**src/shared/uifr_map.vh**
```
// Register map, field positions and reset values of the USB interrupt and frame register slice
`ifndef UIFR_MAP_VH
`define UIFR_MAP_VH
`define UIFR_ADDR_W 16
`define UIFR_ADDR_OUT_FLAGS 16'hde04
`define UIFR_ADDR_COM_FLAGS 16'hde06
`define UIFR_ADDR_IN_EN 16'hde07
`define UIFR_ADDR_OUT_EN 16'hde09
`define UIFR_ADDR_COM_EN 16'hde0b
`define UIFR_ADDR_FRAME_LO 16'hde0c
`define UIFR_ADDR_FRAME_HI 16'hde0d
`define UIFR_ADDR_EP_SEL 16'hde0e
`define UIFR_ADDR_IN_MAXP 16'hde10
`define UIFR_OUT_FLAGS_LSB 1
`define UIFR_COM_SOF_BIT 3
`define UIFR_COM_RST_BIT 2
`define UIFR_COM_RES_BIT 1
`define UIFR_COM_SUS_BIT 0
`define UIFR_IN_EN_RST 8'h3f
`define UIFR_OUT_EN_RST 8'h3e
`define UIFR_COM_EN_RST 4'h6
`define UIFR_IN_EN_MASK 8'h3f
`define UIFR_OUT_EN_MASK 8'h3e
`define UIFR_EP_SEL_RST 4'h0
`define UIFR_MAXP_RST 8'h00
`define UIFR_EP_LAST 4'h5
`endif

```
**src/core/uifr_flag_bank.v**
```verilog
// Clear-on-read sticky flag bank
`timescale 1ns/1ps
`default_nettype none
module uifr_flag_bank #(
  parameter W = 4
) (
  input wire clk,
  input wire rst_n,
  input wire [W-1:0] set,
  input wire clr,
  output reg [W-1:0] flags_q
);
  genvar i;
  generate
    for (i = 0; i < W; i = i + 1) begin : g_bit
      // Set wins over the read clear so an event is never dropped
      always @(posedge clk or negedge rst_n) begin
        if (!rst_n) begin
          flags_q[i] <= 1'b0;
        end else begin
          flags_q[i] <= (flags_q[i] & ~clr) | set[i];
        end
      end
    end
  endgenerate
endmodule
`default_nettype wire

```
**src/core/uifr_regs.v**
```verilog
// USB interrupt flag, enable, frame number and endpoint index registers
`timescale 1ns/1ps
`default_nettype none
`include "uifr_map.vh"
module uifr_regs #(
  parameter NUM_EP = 5
) (
  input wire clk,
  input wire rst_n,
  input wire [15:0] bus_addr,
  input wire bus_rd,
  input wire bus_wr,
  input wire [7:0] bus_wdata,
  output reg [7:0] bus_rdata_q,
  input wire [5:0] in_ep_event_level,
  input wire [NUM_EP-1:0] out_ep_event,
  input wire frame_start_pulse,
  input wire [10:0] frame_number_in,
  input wire bus_reset_pulse,
  input wire bus_resume_pulse,
  input wire bus_suspend_pulse,
  output reg [3:0] endpoint_select_q,
  output reg [7:0] in_max_packet_size_q,
  output reg combined_usb_irq_flag_q
);
  wire rd_out_flags;
  wire rd_com_flags;
  wire [NUM_EP-1:0] out_endpoint_event_flags;
  wire [3:0] common_bus_event_flags;
  wire [3:0] com_set;
  wire [7:0] maxp_rd [0:NUM_EP];
  reg [7:0] in_endpoint_event_enables_q;
  reg [7:0] out_endpoint_event_enables_q;
  reg [3:0] common_bus_event_enables_q;
  reg [10:0] frame_number_q;
  reg [7:0] rdata_d;
  reg [7:0] out_flag_byte;
  reg irq_d;
  wire hit_out_flags;
  wire hit_com_flags;
  wire hit_in_en;
  wire hit_out_en;
  wire hit_com_en;
  wire hit_ep_sel;
  wire hit_maxp;
  wire wr_in_en;
  wire wr_out_en;
  wire wr_com_en;
  wire wr_ep_sel;
  wire wr_maxp;
  wire idx_ok;
  wire irq_out;
  wire irq_com;
  wire irq_in;

  // Exact 16-bit match; a partial decode would alias other register blocks
  assign hit_out_flags = (bus_addr == `UIFR_ADDR_OUT_FLAGS);
  assign hit_com_flags = (bus_addr == `UIFR_ADDR_COM_FLAGS);
  assign hit_in_en = (bus_addr == `UIFR_ADDR_IN_EN);
  assign hit_out_en = (bus_addr == `UIFR_ADDR_OUT_EN);
  assign hit_com_en = (bus_addr == `UIFR_ADDR_COM_EN);
  assign hit_ep_sel = (bus_addr == `UIFR_ADDR_EP_SEL);
  assign hit_maxp = (bus_addr == `UIFR_ADDR_IN_MAXP);
  assign rd_out_flags = bus_rd && hit_out_flags;
  assign rd_com_flags = bus_rd && hit_com_flags;

  // Bus reset wins, so a write landing in its cycle is dropped
  assign wr_in_en = bus_wr && !bus_reset_pulse && hit_in_en;
  assign wr_out_en = bus_wr && !bus_reset_pulse && hit_out_en;
  assign wr_com_en = bus_wr && !bus_reset_pulse && hit_com_en;
  assign wr_ep_sel = bus_wr && !bus_reset_pulse && hit_ep_sel;
  assign wr_maxp = bus_wr && !bus_reset_pulse && hit_maxp;

  // Only endpoints 1 to 5 own a max packet store
  assign idx_ok = (endpoint_select_q != 4'h0) && (endpoint_select_q <= `UIFR_EP_LAST);
  assign com_set = {frame_start_pulse, bus_reset_pulse, bus_resume_pulse, bus_suspend_pulse};

  // Flag and enable pairs feeding the combined interrupt
  // IN flags live outside; only their levels reach the interrupt
  assign irq_out = |(out_flag_byte & out_endpoint_event_enables_q);
  assign irq_com = |(common_bus_event_flags & common_bus_event_enables_q);
  assign irq_in = |(in_ep_event_level & in_endpoint_event_enables_q[5:0]);

  uifr_flag_bank #(.W(NUM_EP)) u_out_flags (
    .clk(clk),
    .rst_n(rst_n),
    .set(out_ep_event),
    .clr(rd_out_flags),
    .flags_q(out_endpoint_event_flags)
  );

  uifr_flag_bank #(.W(4)) u_com_flags (
    .clk(clk),
    .rst_n(rst_n),
    .set(com_set),
    .clr(rd_com_flags),
    .flags_q(common_bus_event_flags)
  );

  // Bus reset beats a software write in the same cycle
  always @(posedge clk or negedge rst_n) begin
    if (!rst_n) begin
      in_endpoint_event_enables_q <= `UIFR_IN_EN_RST;
      out_endpoint_event_enables_q <= `UIFR_OUT_EN_RST;
      common_bus_event_enables_q <= `UIFR_COM_EN_RST;
      endpoint_select_q <= `UIFR_EP_SEL_RST;
    end else if (bus_reset_pulse) begin
      in_endpoint_event_enables_q <= in_endpoint_event_enables_q | `UIFR_IN_EN_MASK;
      out_endpoint_event_enables_q <= out_endpoint_event_enables_q | `UIFR_OUT_EN_MASK;
      common_bus_event_enables_q <= `UIFR_COM_EN_RST;
      endpoint_select_q <= `UIFR_EP_SEL_RST;
    end else if (bus_wr) begin
      // Reserved bits 7:6 stay plain storage; software keeps them zero
      if (wr_in_en) begin
        in_endpoint_event_enables_q <= bus_wdata;
      end
      if (wr_out_en) begin
        out_endpoint_event_enables_q <= {bus_wdata[7:1], 1'b0};
      end
      if (wr_com_en) begin
        common_bus_event_enables_q <= bus_wdata[3:0];
      end
      if (wr_ep_sel) begin
        endpoint_select_q <= bus_wdata[3:0];
      end
    end
  end

  // Frame number captured on each start-of-frame
  always @(posedge clk or negedge rst_n) begin
    if (!rst_n) begin
      frame_number_q <= 11'h000;
    end else if (frame_start_pulse) begin
      frame_number_q <= frame_number_in;
    end
  end

  // One max packet size store per IN endpoint; slot 0 holds nothing
  assign maxp_rd[0] = `UIFR_MAXP_RST;
  genvar e;
  generate
    for (e = 1; e <= NUM_EP; e = e + 1) begin : g_maxp
      localparam [3:0] EP_ID = e;
      reg [7:0] maxp_q;
      always @(posedge clk or negedge rst_n) begin
        if (!rst_n) begin
          maxp_q <= `UIFR_MAXP_RST;
        end else if (wr_maxp && (endpoint_select_q == EP_ID)) begin
          maxp_q <= bus_wdata;
        end
      end
      assign maxp_rd[e] = maxp_q;
    end
  endgenerate

  always @* begin
    out_flag_byte = 8'h00;
    out_flag_byte[`UIFR_OUT_FLAGS_LSB +: NUM_EP] = out_endpoint_event_flags;
    rdata_d = 8'h00;
    if (bus_rd) begin
      case (bus_addr)
        `UIFR_ADDR_OUT_FLAGS: rdata_d = out_flag_byte;
        `UIFR_ADDR_COM_FLAGS: rdata_d = {4'h0, common_bus_event_flags};
        `UIFR_ADDR_IN_EN: rdata_d = in_endpoint_event_enables_q;
        `UIFR_ADDR_OUT_EN: rdata_d = out_endpoint_event_enables_q;
        `UIFR_ADDR_COM_EN: rdata_d = {4'h0, common_bus_event_enables_q};
        `UIFR_ADDR_FRAME_LO: rdata_d = frame_number_q[7:0];
        `UIFR_ADDR_FRAME_HI: rdata_d = {5'h00, frame_number_q[10:8]};
        `UIFR_ADDR_EP_SEL: rdata_d = {4'h0, endpoint_select_q};
        `UIFR_ADDR_IN_MAXP: begin
          // Out-of-range index reads zero rather than aliasing
          if (idx_ok) begin
            rdata_d = maxp_rd[endpoint_select_q[2:0]];
          end
        end
        default: rdata_d = 8'h00;
      endcase
    end
    irq_d = irq_out | irq_com | irq_in;
  end

  // Read data holds one cycle, then falls back to zero
  always @(posedge clk or negedge rst_n) begin
    if (!rst_n) begin
      bus_rdata_q <= 8'h00;
    end else begin
      bus_rdata_q <= rdata_d;
    end
  end

  // Selected size trails the index by one cycle
  always @(posedge clk or negedge rst_n) begin
    if (!rst_n) begin
      in_max_packet_size_q <= `UIFR_MAXP_RST;
    end else begin
      in_max_packet_size_q <= idx_ok ? maxp_rd[endpoint_select_q[2:0]] : `UIFR_MAXP_RST;
    end
  end

  // Registered so the interrupt line never glitches on decode
  always @(posedge clk or negedge rst_n) begin
    if (!rst_n) begin
      combined_usb_irq_flag_q <= 1'b0;
    end else begin
      combined_usb_irq_flag_q <= irq_d;
    end
  end
endmodule
`default_nettype wire

```
**config.mk**
```make
export PLATFORM = sky130hd
export DESIGN_NAME = uifr_regs
export DESIGN_NICKNAME = d
export VERILOG_FILES = /design/src/core/uifr_flag_bank.v /design/src/core/uifr_regs.v
export VERILOG_INCLUDE_DIRS = /design/src /design/src/shared
export SDC_FILE = /design/constraint.sdc
export NUM_CORES = 1
export LEC_CHECK = 0
export BUFFER_PORTS_ARGS = -buffer_cell sky130_fd_sc_hd__clkbuf_2
export CORE_AREA = 4 4 131 95
export DETAILED_ROUTE_END_ITERATION = 7
export DIE_AREA = 0 0 135 99
export GPL_TIMING_DRIVEN = 0
export HOLD_SLACK_MARGIN = 0.12
export PLACE_DENSITY = 0.65
export SYNTH_ARGS = -nofsm -noshare
export SYNTH_HDL_FRONTEND = slang
export SYNTH_SLANG_ARGS = --single-unit
```
**constraint.sdc**
```tcl
create_clock -name clk -period 3.6 [get_ports clk]
set_input_delay 0.72 -clock clk [delete_from_list [all_inputs] [get_ports clk]]
set_output_delay 0.72 -clock clk [all_outputs]
set_load 0.02 [all_outputs]
```
=== Word level (Yosys, flattened, before mapping) ===
Cells that the tools add are included.

* Register bits after elaboration: 100
* Bits of input ports: 54
* Output and inout port bits: 21

* Order comparisons: 2
* Equality and inequality tests: 14
* Muxes and demuxes: 18
* Bitwise operators: 27
* Reductions and logical operators: 30

{| class="wikitable"
|+ Operators with widths
! operator !! number
|-
| $eq A16 B16 Y1 const B || 9
|-
| $pmux W8 S9 || 1
|-
| $mux W6 || 6
|-
| $mux W8 || 4
|-
| $bmux W8 S3 || 1
|-
| $mux W4 || 6
|-
| $logic_and A1 B1 Y1 || 14
|-
| $or A1 B1 Y1 || 11
|-
| $reduce_bool A2 Y1 || 5
|-
| $and A1 B1 Y1 || 9
|-
| $and A6 B8 Y8 || 1
|-
| $eq A4 B2 Y1 const B || 2
|-
| $eq A4 B3 Y1 const B || 2
|-
| $reduce_and A2 Y1 || 4
|-
| $reduce_or A8 Y1 || 1
|-
| $and A6 B6 Y6 || 1
|-
| $reduce_and A3 Y1 || 2
|-
| $reduce_or A6 Y1 || 1
|-
| $and A4 B4 Y4 || 1
|-
| $eq A4 B1 Y1 const B || 1
|-
| $ge A4 B4 Y1 const B || 1
|-
| $le A4 B3 Y1 const B || 1
|-
| $not A3 Y4 || 1
|-
| $reduce_bool A4 Y1 || 1
|-
| 3 further kinds || 5
|}

=== Longest topological paths before layout ===
* Depth after elaboration: 7
* Gate-level depth with buffers: 7

=== Modules after synthesis ===
Synthesis repeated with hierarchy kept, for this count alone.

* Cell total of the unflattened synthesis: 396
* Area, all modules: 4792.1 µm²

{| class="wikitable"
|+ Modules (own cells, without submodules)
! module !! times used !! cells each !! area an instance (µm²) !! seq. area each (µm²)
|-
| uifr_regs || 1 || 376 || 4491.8 || 2293.4
|-
| uifr_flag_bank (u_out_flags) || 1 || 11 || 166.4 || 125.1
|-
| uifr_flag_bank (u_com_flags) || 1 || 9 || 133.9 || 100.1
|}

=== Worst setup path after synthesis ===
OpenSTA, ideal clock, no wires.

* Kind: input to register
* Start: in bus_addr[13]
* End: reg g_maxp[4].maxp_q[0]
* Arrival: 2444 ps
* Data required time: 3475 ps
* Slack: 1031 ps
* Cell stages on the path: 7
* Buffers on the path: 2
* Cell sequence: and4b_1 > clkbuf_1 > nand3_2 > nor4_2 > and4bb_2 > buf_2 > mux2_2

* Cells in the longest elaborated chain, start to end: 3

{| class="wikitable"
|+ RTL lines
! what !! line !! text
|-
| from (decl) || uifr_regs.v:10 || <nowiki>input wire [15:0] bus_addr,</nowiki>
|-
| $eq A16 B16 Y1 || - ||
|-
| $logic_and A1 B1 Y1 || uifr_regs.v:72 || <nowiki>assign wr_maxp = bus_wr && !bus_reset_pulse && hit_maxp;</nowiki>
|-
| $logic_and A1 B1 Y1 || uifr_regs.v:148 || <nowiki>end else if (wr_maxp && (endpoint_select_q == EP_ID)) begin</nowiki>
|-
| to (signal assigned) || uifr_regs.v:147 || <nowiki>maxp_q <= `UIFR_MAXP_RST;</nowiki>
|-
| to (signal assigned) || uifr_regs.v:149 || <nowiki>maxp_q <= bus_wdata;</nowiki>
|-
| to (decl) || uifr_regs.v:144 || <nowiki>reg [7:0] maxp_q;</nowiki>
|}

Every way passes these cells.
A chain may end at the register's enable or synchronous reset.

=== Worst setup path after layout ===
* Start: in bus_addr[13]
* End: reg g_maxp[1].maxp_q[6]

* Cells in the longest elaborated chain, start to end: 3

{| class="wikitable"
|+ RTL lines
! what !! line
|-
| $eq A16 B16 Y1 || -
|-
| $logic_and A1 B1 Y1 || uifr_regs.v:72
|-
| $logic_and A1 B1 Y1 || uifr_regs.v:148
|-
| to (signal assigned) || uifr_regs.v:147
|-
| to (signal assigned) || uifr_regs.v:149
|-
| to (decl) || uifr_regs.v:144
|}

Every way passes these cells.

==> out/results.txt <==
Non-Filler Instances - 653
DR WL/cell - 20.3 um
Sw Ratio - 21.2%
Worst-path fanout max - 10
ANT nets after route - 0
Dominant cell type by area after synthesis - dfrtp_1
Worst hold path class - input pin to async pin
TritonCTS Buffers - 9
Post-layout nets - 549
CP Data Required Time - 3830 ps
Clk buf depth - 2
M1 GR Usage - 31.8%
Post CTS Setup Buffer Count - 0
Busiest layer in global routing - met1
Leading cell type in the layout, fill and taps excluded - dfrtp_1
Syn_nets - 468
Post-Syn Area per Cell - 12.0 sq um
Drt via density - 5.78
Setup violators final - 0
Clock skew - 6.65 ps
Pin slew with the least headroom to its limit - 1060 ps
GRT overflow - 0
IO Port Bufs - 69
Slowest cell delay on critical path - 470 ps
Share of the synthesized area in the top cell type - 43.9%
Synth Register Bits - 100
CP arrival - 2900 ps
Hold buffer count at CTS - 0
First drt pass iteration count - 5
Status - finished clean
Post-CTS Resized - 0
Leak pwr - 2.62 nW
Yosys warns - 0
Final cycle utilization of the critical path - 74.2%
Sequential Power Share - 48.5%
Max rail drop VDD - 0.239 mV
Via count - 3,774
Unique masters post-synth - 60
Initial antenna violation count - 0
CP endpoint kind - flip-flop
Max-slew violations - 0
Setup Total Neg Slack - 0 ps
Post-synthesis cell count - 414
Gate power share - 6.0%
Max Cap Viol - 0
Post-Route WL - 13.2 mm
Htree depth - 3
Clock network power share - 45.5%
Fraction of registers with async set/reset - 100%
Inst Count DP - 637
Critical Path Slowest Stage Cell - nand3_1
Residual DRC - 0
First-pass GRT wire length - 21.1 mm
Starting Density - 45.0%
Hold WS - 371 ps
GRT Total Usage - 20.5%
Die height - 99 um
GP Congestion - 0.916
Synth Flop Type - dfrtp_1
Worst-skew pair later-pin latency - 350 ps
Vias in the first global route - 3,759
Largest net degree at the start of global routing - 67
Core ar. - 0.0110 sq mm
Post-synthesis sequential area ratio - 50.8%
Most frequent cells in the layout - dfrtp_1, clkbuf_2, mux2_2
Max-slew headroom - 29.0%
CTS tree - done
Io pins - 75
Clock Sinks - 100
Chip width - 135 um
Post-layout min period - 2670 ps
Synth Cell Area - 0.00496 sq mm
Layout cell share with drive strength beyond 1 - 37.8%
Die area - 0.0134 sq mm
Int Pwr - 1.86 mW
Post-DP HPWL - 9.95 mm
GR Util met3 - 5.05%
Buf/Inv on CP - 2
Switch Pwr - 502 uW
Top cells by area, synth - dfrtp_1, mux2_2, dfstp_2
Final Core Density - 53.3%
Highest clock rate - 375 MHz
Pwr Density - 403 mW/mm^2
Met2 GRT Util - 28.8%
Cell Chain, Critical Path - clkbuf_2 > and4b_1 > clkbuf_1 > nand3_2 > nor4_2 > nand3_1 > mux2_2
Startpoint types - input pin
RSZ-0062 raised after global routing - no
Row cnt - 32
Area grow syn2layout - 18.3%
Worst-path clk slew - 60 ps
Clock Tree Root - clkbuf_16
CP delay by family, top - simple AND/OR/NAND/NOR gates
Critical path class - input pin to flip-flop
Detailed Route Iter0 Violations - 201
Diode count - 0
Final hold viol count - 0
Post-synth EDFFs - 0
-- per-stage QoR --
step                area, sq um  setup slack [ps]  power (mW)
floorplan                  4960              1030        1.22
global placement           5490               553        1.30
detailed placement         5520               615        1.31
CTS                        5860               966        2.39
global route               5860               790        2.45
finish                     5860               930        2.36
-- power groups by stage --
stage          Sequential (mW)  Clock [mW]  Combinational [mW]
2_1_floorplan             1.16           0              0.0606
3_3_place_gp              1.17           0               0.135
3_5_place_dp              1.17           0               0.142
4_1_cts                   1.15        1.10               0.143
5_1_grt                   1.15        1.15               0.157
6_report                  1.15        1.08               0.141
-- cells in the mapped netlist (10+ instances only) --
cell,instances
mux2i_1,16
nor2b_1,11
nand4_1,10
a221oi_1,12
nand2_1,13
a211o_1,13
mux2_2,65
clkbuf_1,10
dfrtp_1,87
dfstp_2,13
nor2_1,28
-- worst reg2reg max path, stage by stage, from the launching register on --
cell and delay (ps):
dfrtp_1 380, buf_4 180, clkbuf_1 480, a221oi_1 140, nor4_1 590, a211oi_1 240
nor2_1 130
-- flip-flops by register name, indices dropped and copies added, names as in the netlist --
register                      cells
g_maxp.maxp_q                    40
frame_number_q                   11
bus_rdata_q                       8
in_endpoint_event_enables_q       8
in_max_packet_size_q              8
out_endpoint_event_enables_q      7
u_out_flags.flags_q               5
common_bus_event_enables_q        4
endpoint_select_q                 4
u_com_flags.flags_q               4
combined_usb_irq_flag_q           1
-- kinds of logic (layout without fill, tap and decap cells) --
group	after synthesis	in the layout	share of synthesized area, %
compound gates	79	79	12.3
mux	81	81	18.0
flops	100	100	50.8
simple gates	117	117	14.3
buf+inv	37	123	4.59
-- layout make-up --
class | instances | area [sq um]
Buffer | 29 | 198
Clock buffer | 13 | 270
Clock inverter | 3 | 68.8
Fill cell | 994 | 5150
Inverter | 8 | 30.0
Multi-Input combinational cell | 277 | 2210
Sequential cell | 100 | 2520
Tap cell | 153 | 191
Timing Repair Buffer | 70 | 375
-- worst paths after layout --
path / from / end / slack [ps] / cells after the start
max: bus_addr[13] / g_maxp[1].maxp_q[6] / 930 / 7
min: rst_n / g_maxp[3].maxp_q[7] / 370 / 1
max reg2reg: endpoint_select_q[2] / bus_rdata_q[2] / 1390 / 6
min reg2reg: g_maxp[4].maxp_q[7] / g_maxp[4].maxp_q[7] / 500 / 1
max in group asynchronous: rst_n / in_endpoint_event_enables_q[5] / 2490 / 2
min in group clk: g_maxp[4].maxp_q[7] / g_maxp[4].maxp_q[7] / 500 / 1
-- per-layer routing --
layer | part of all wire, % | vias to the layer above
li1 | - | 1707
met3 | 7.0 | 12
met1 | 49 | 1924
met5 | 0 | -
met4 | 0.96 | 0
met2 | 43 | 131
No activity file was read; power rests on OpenSTA's default activity.
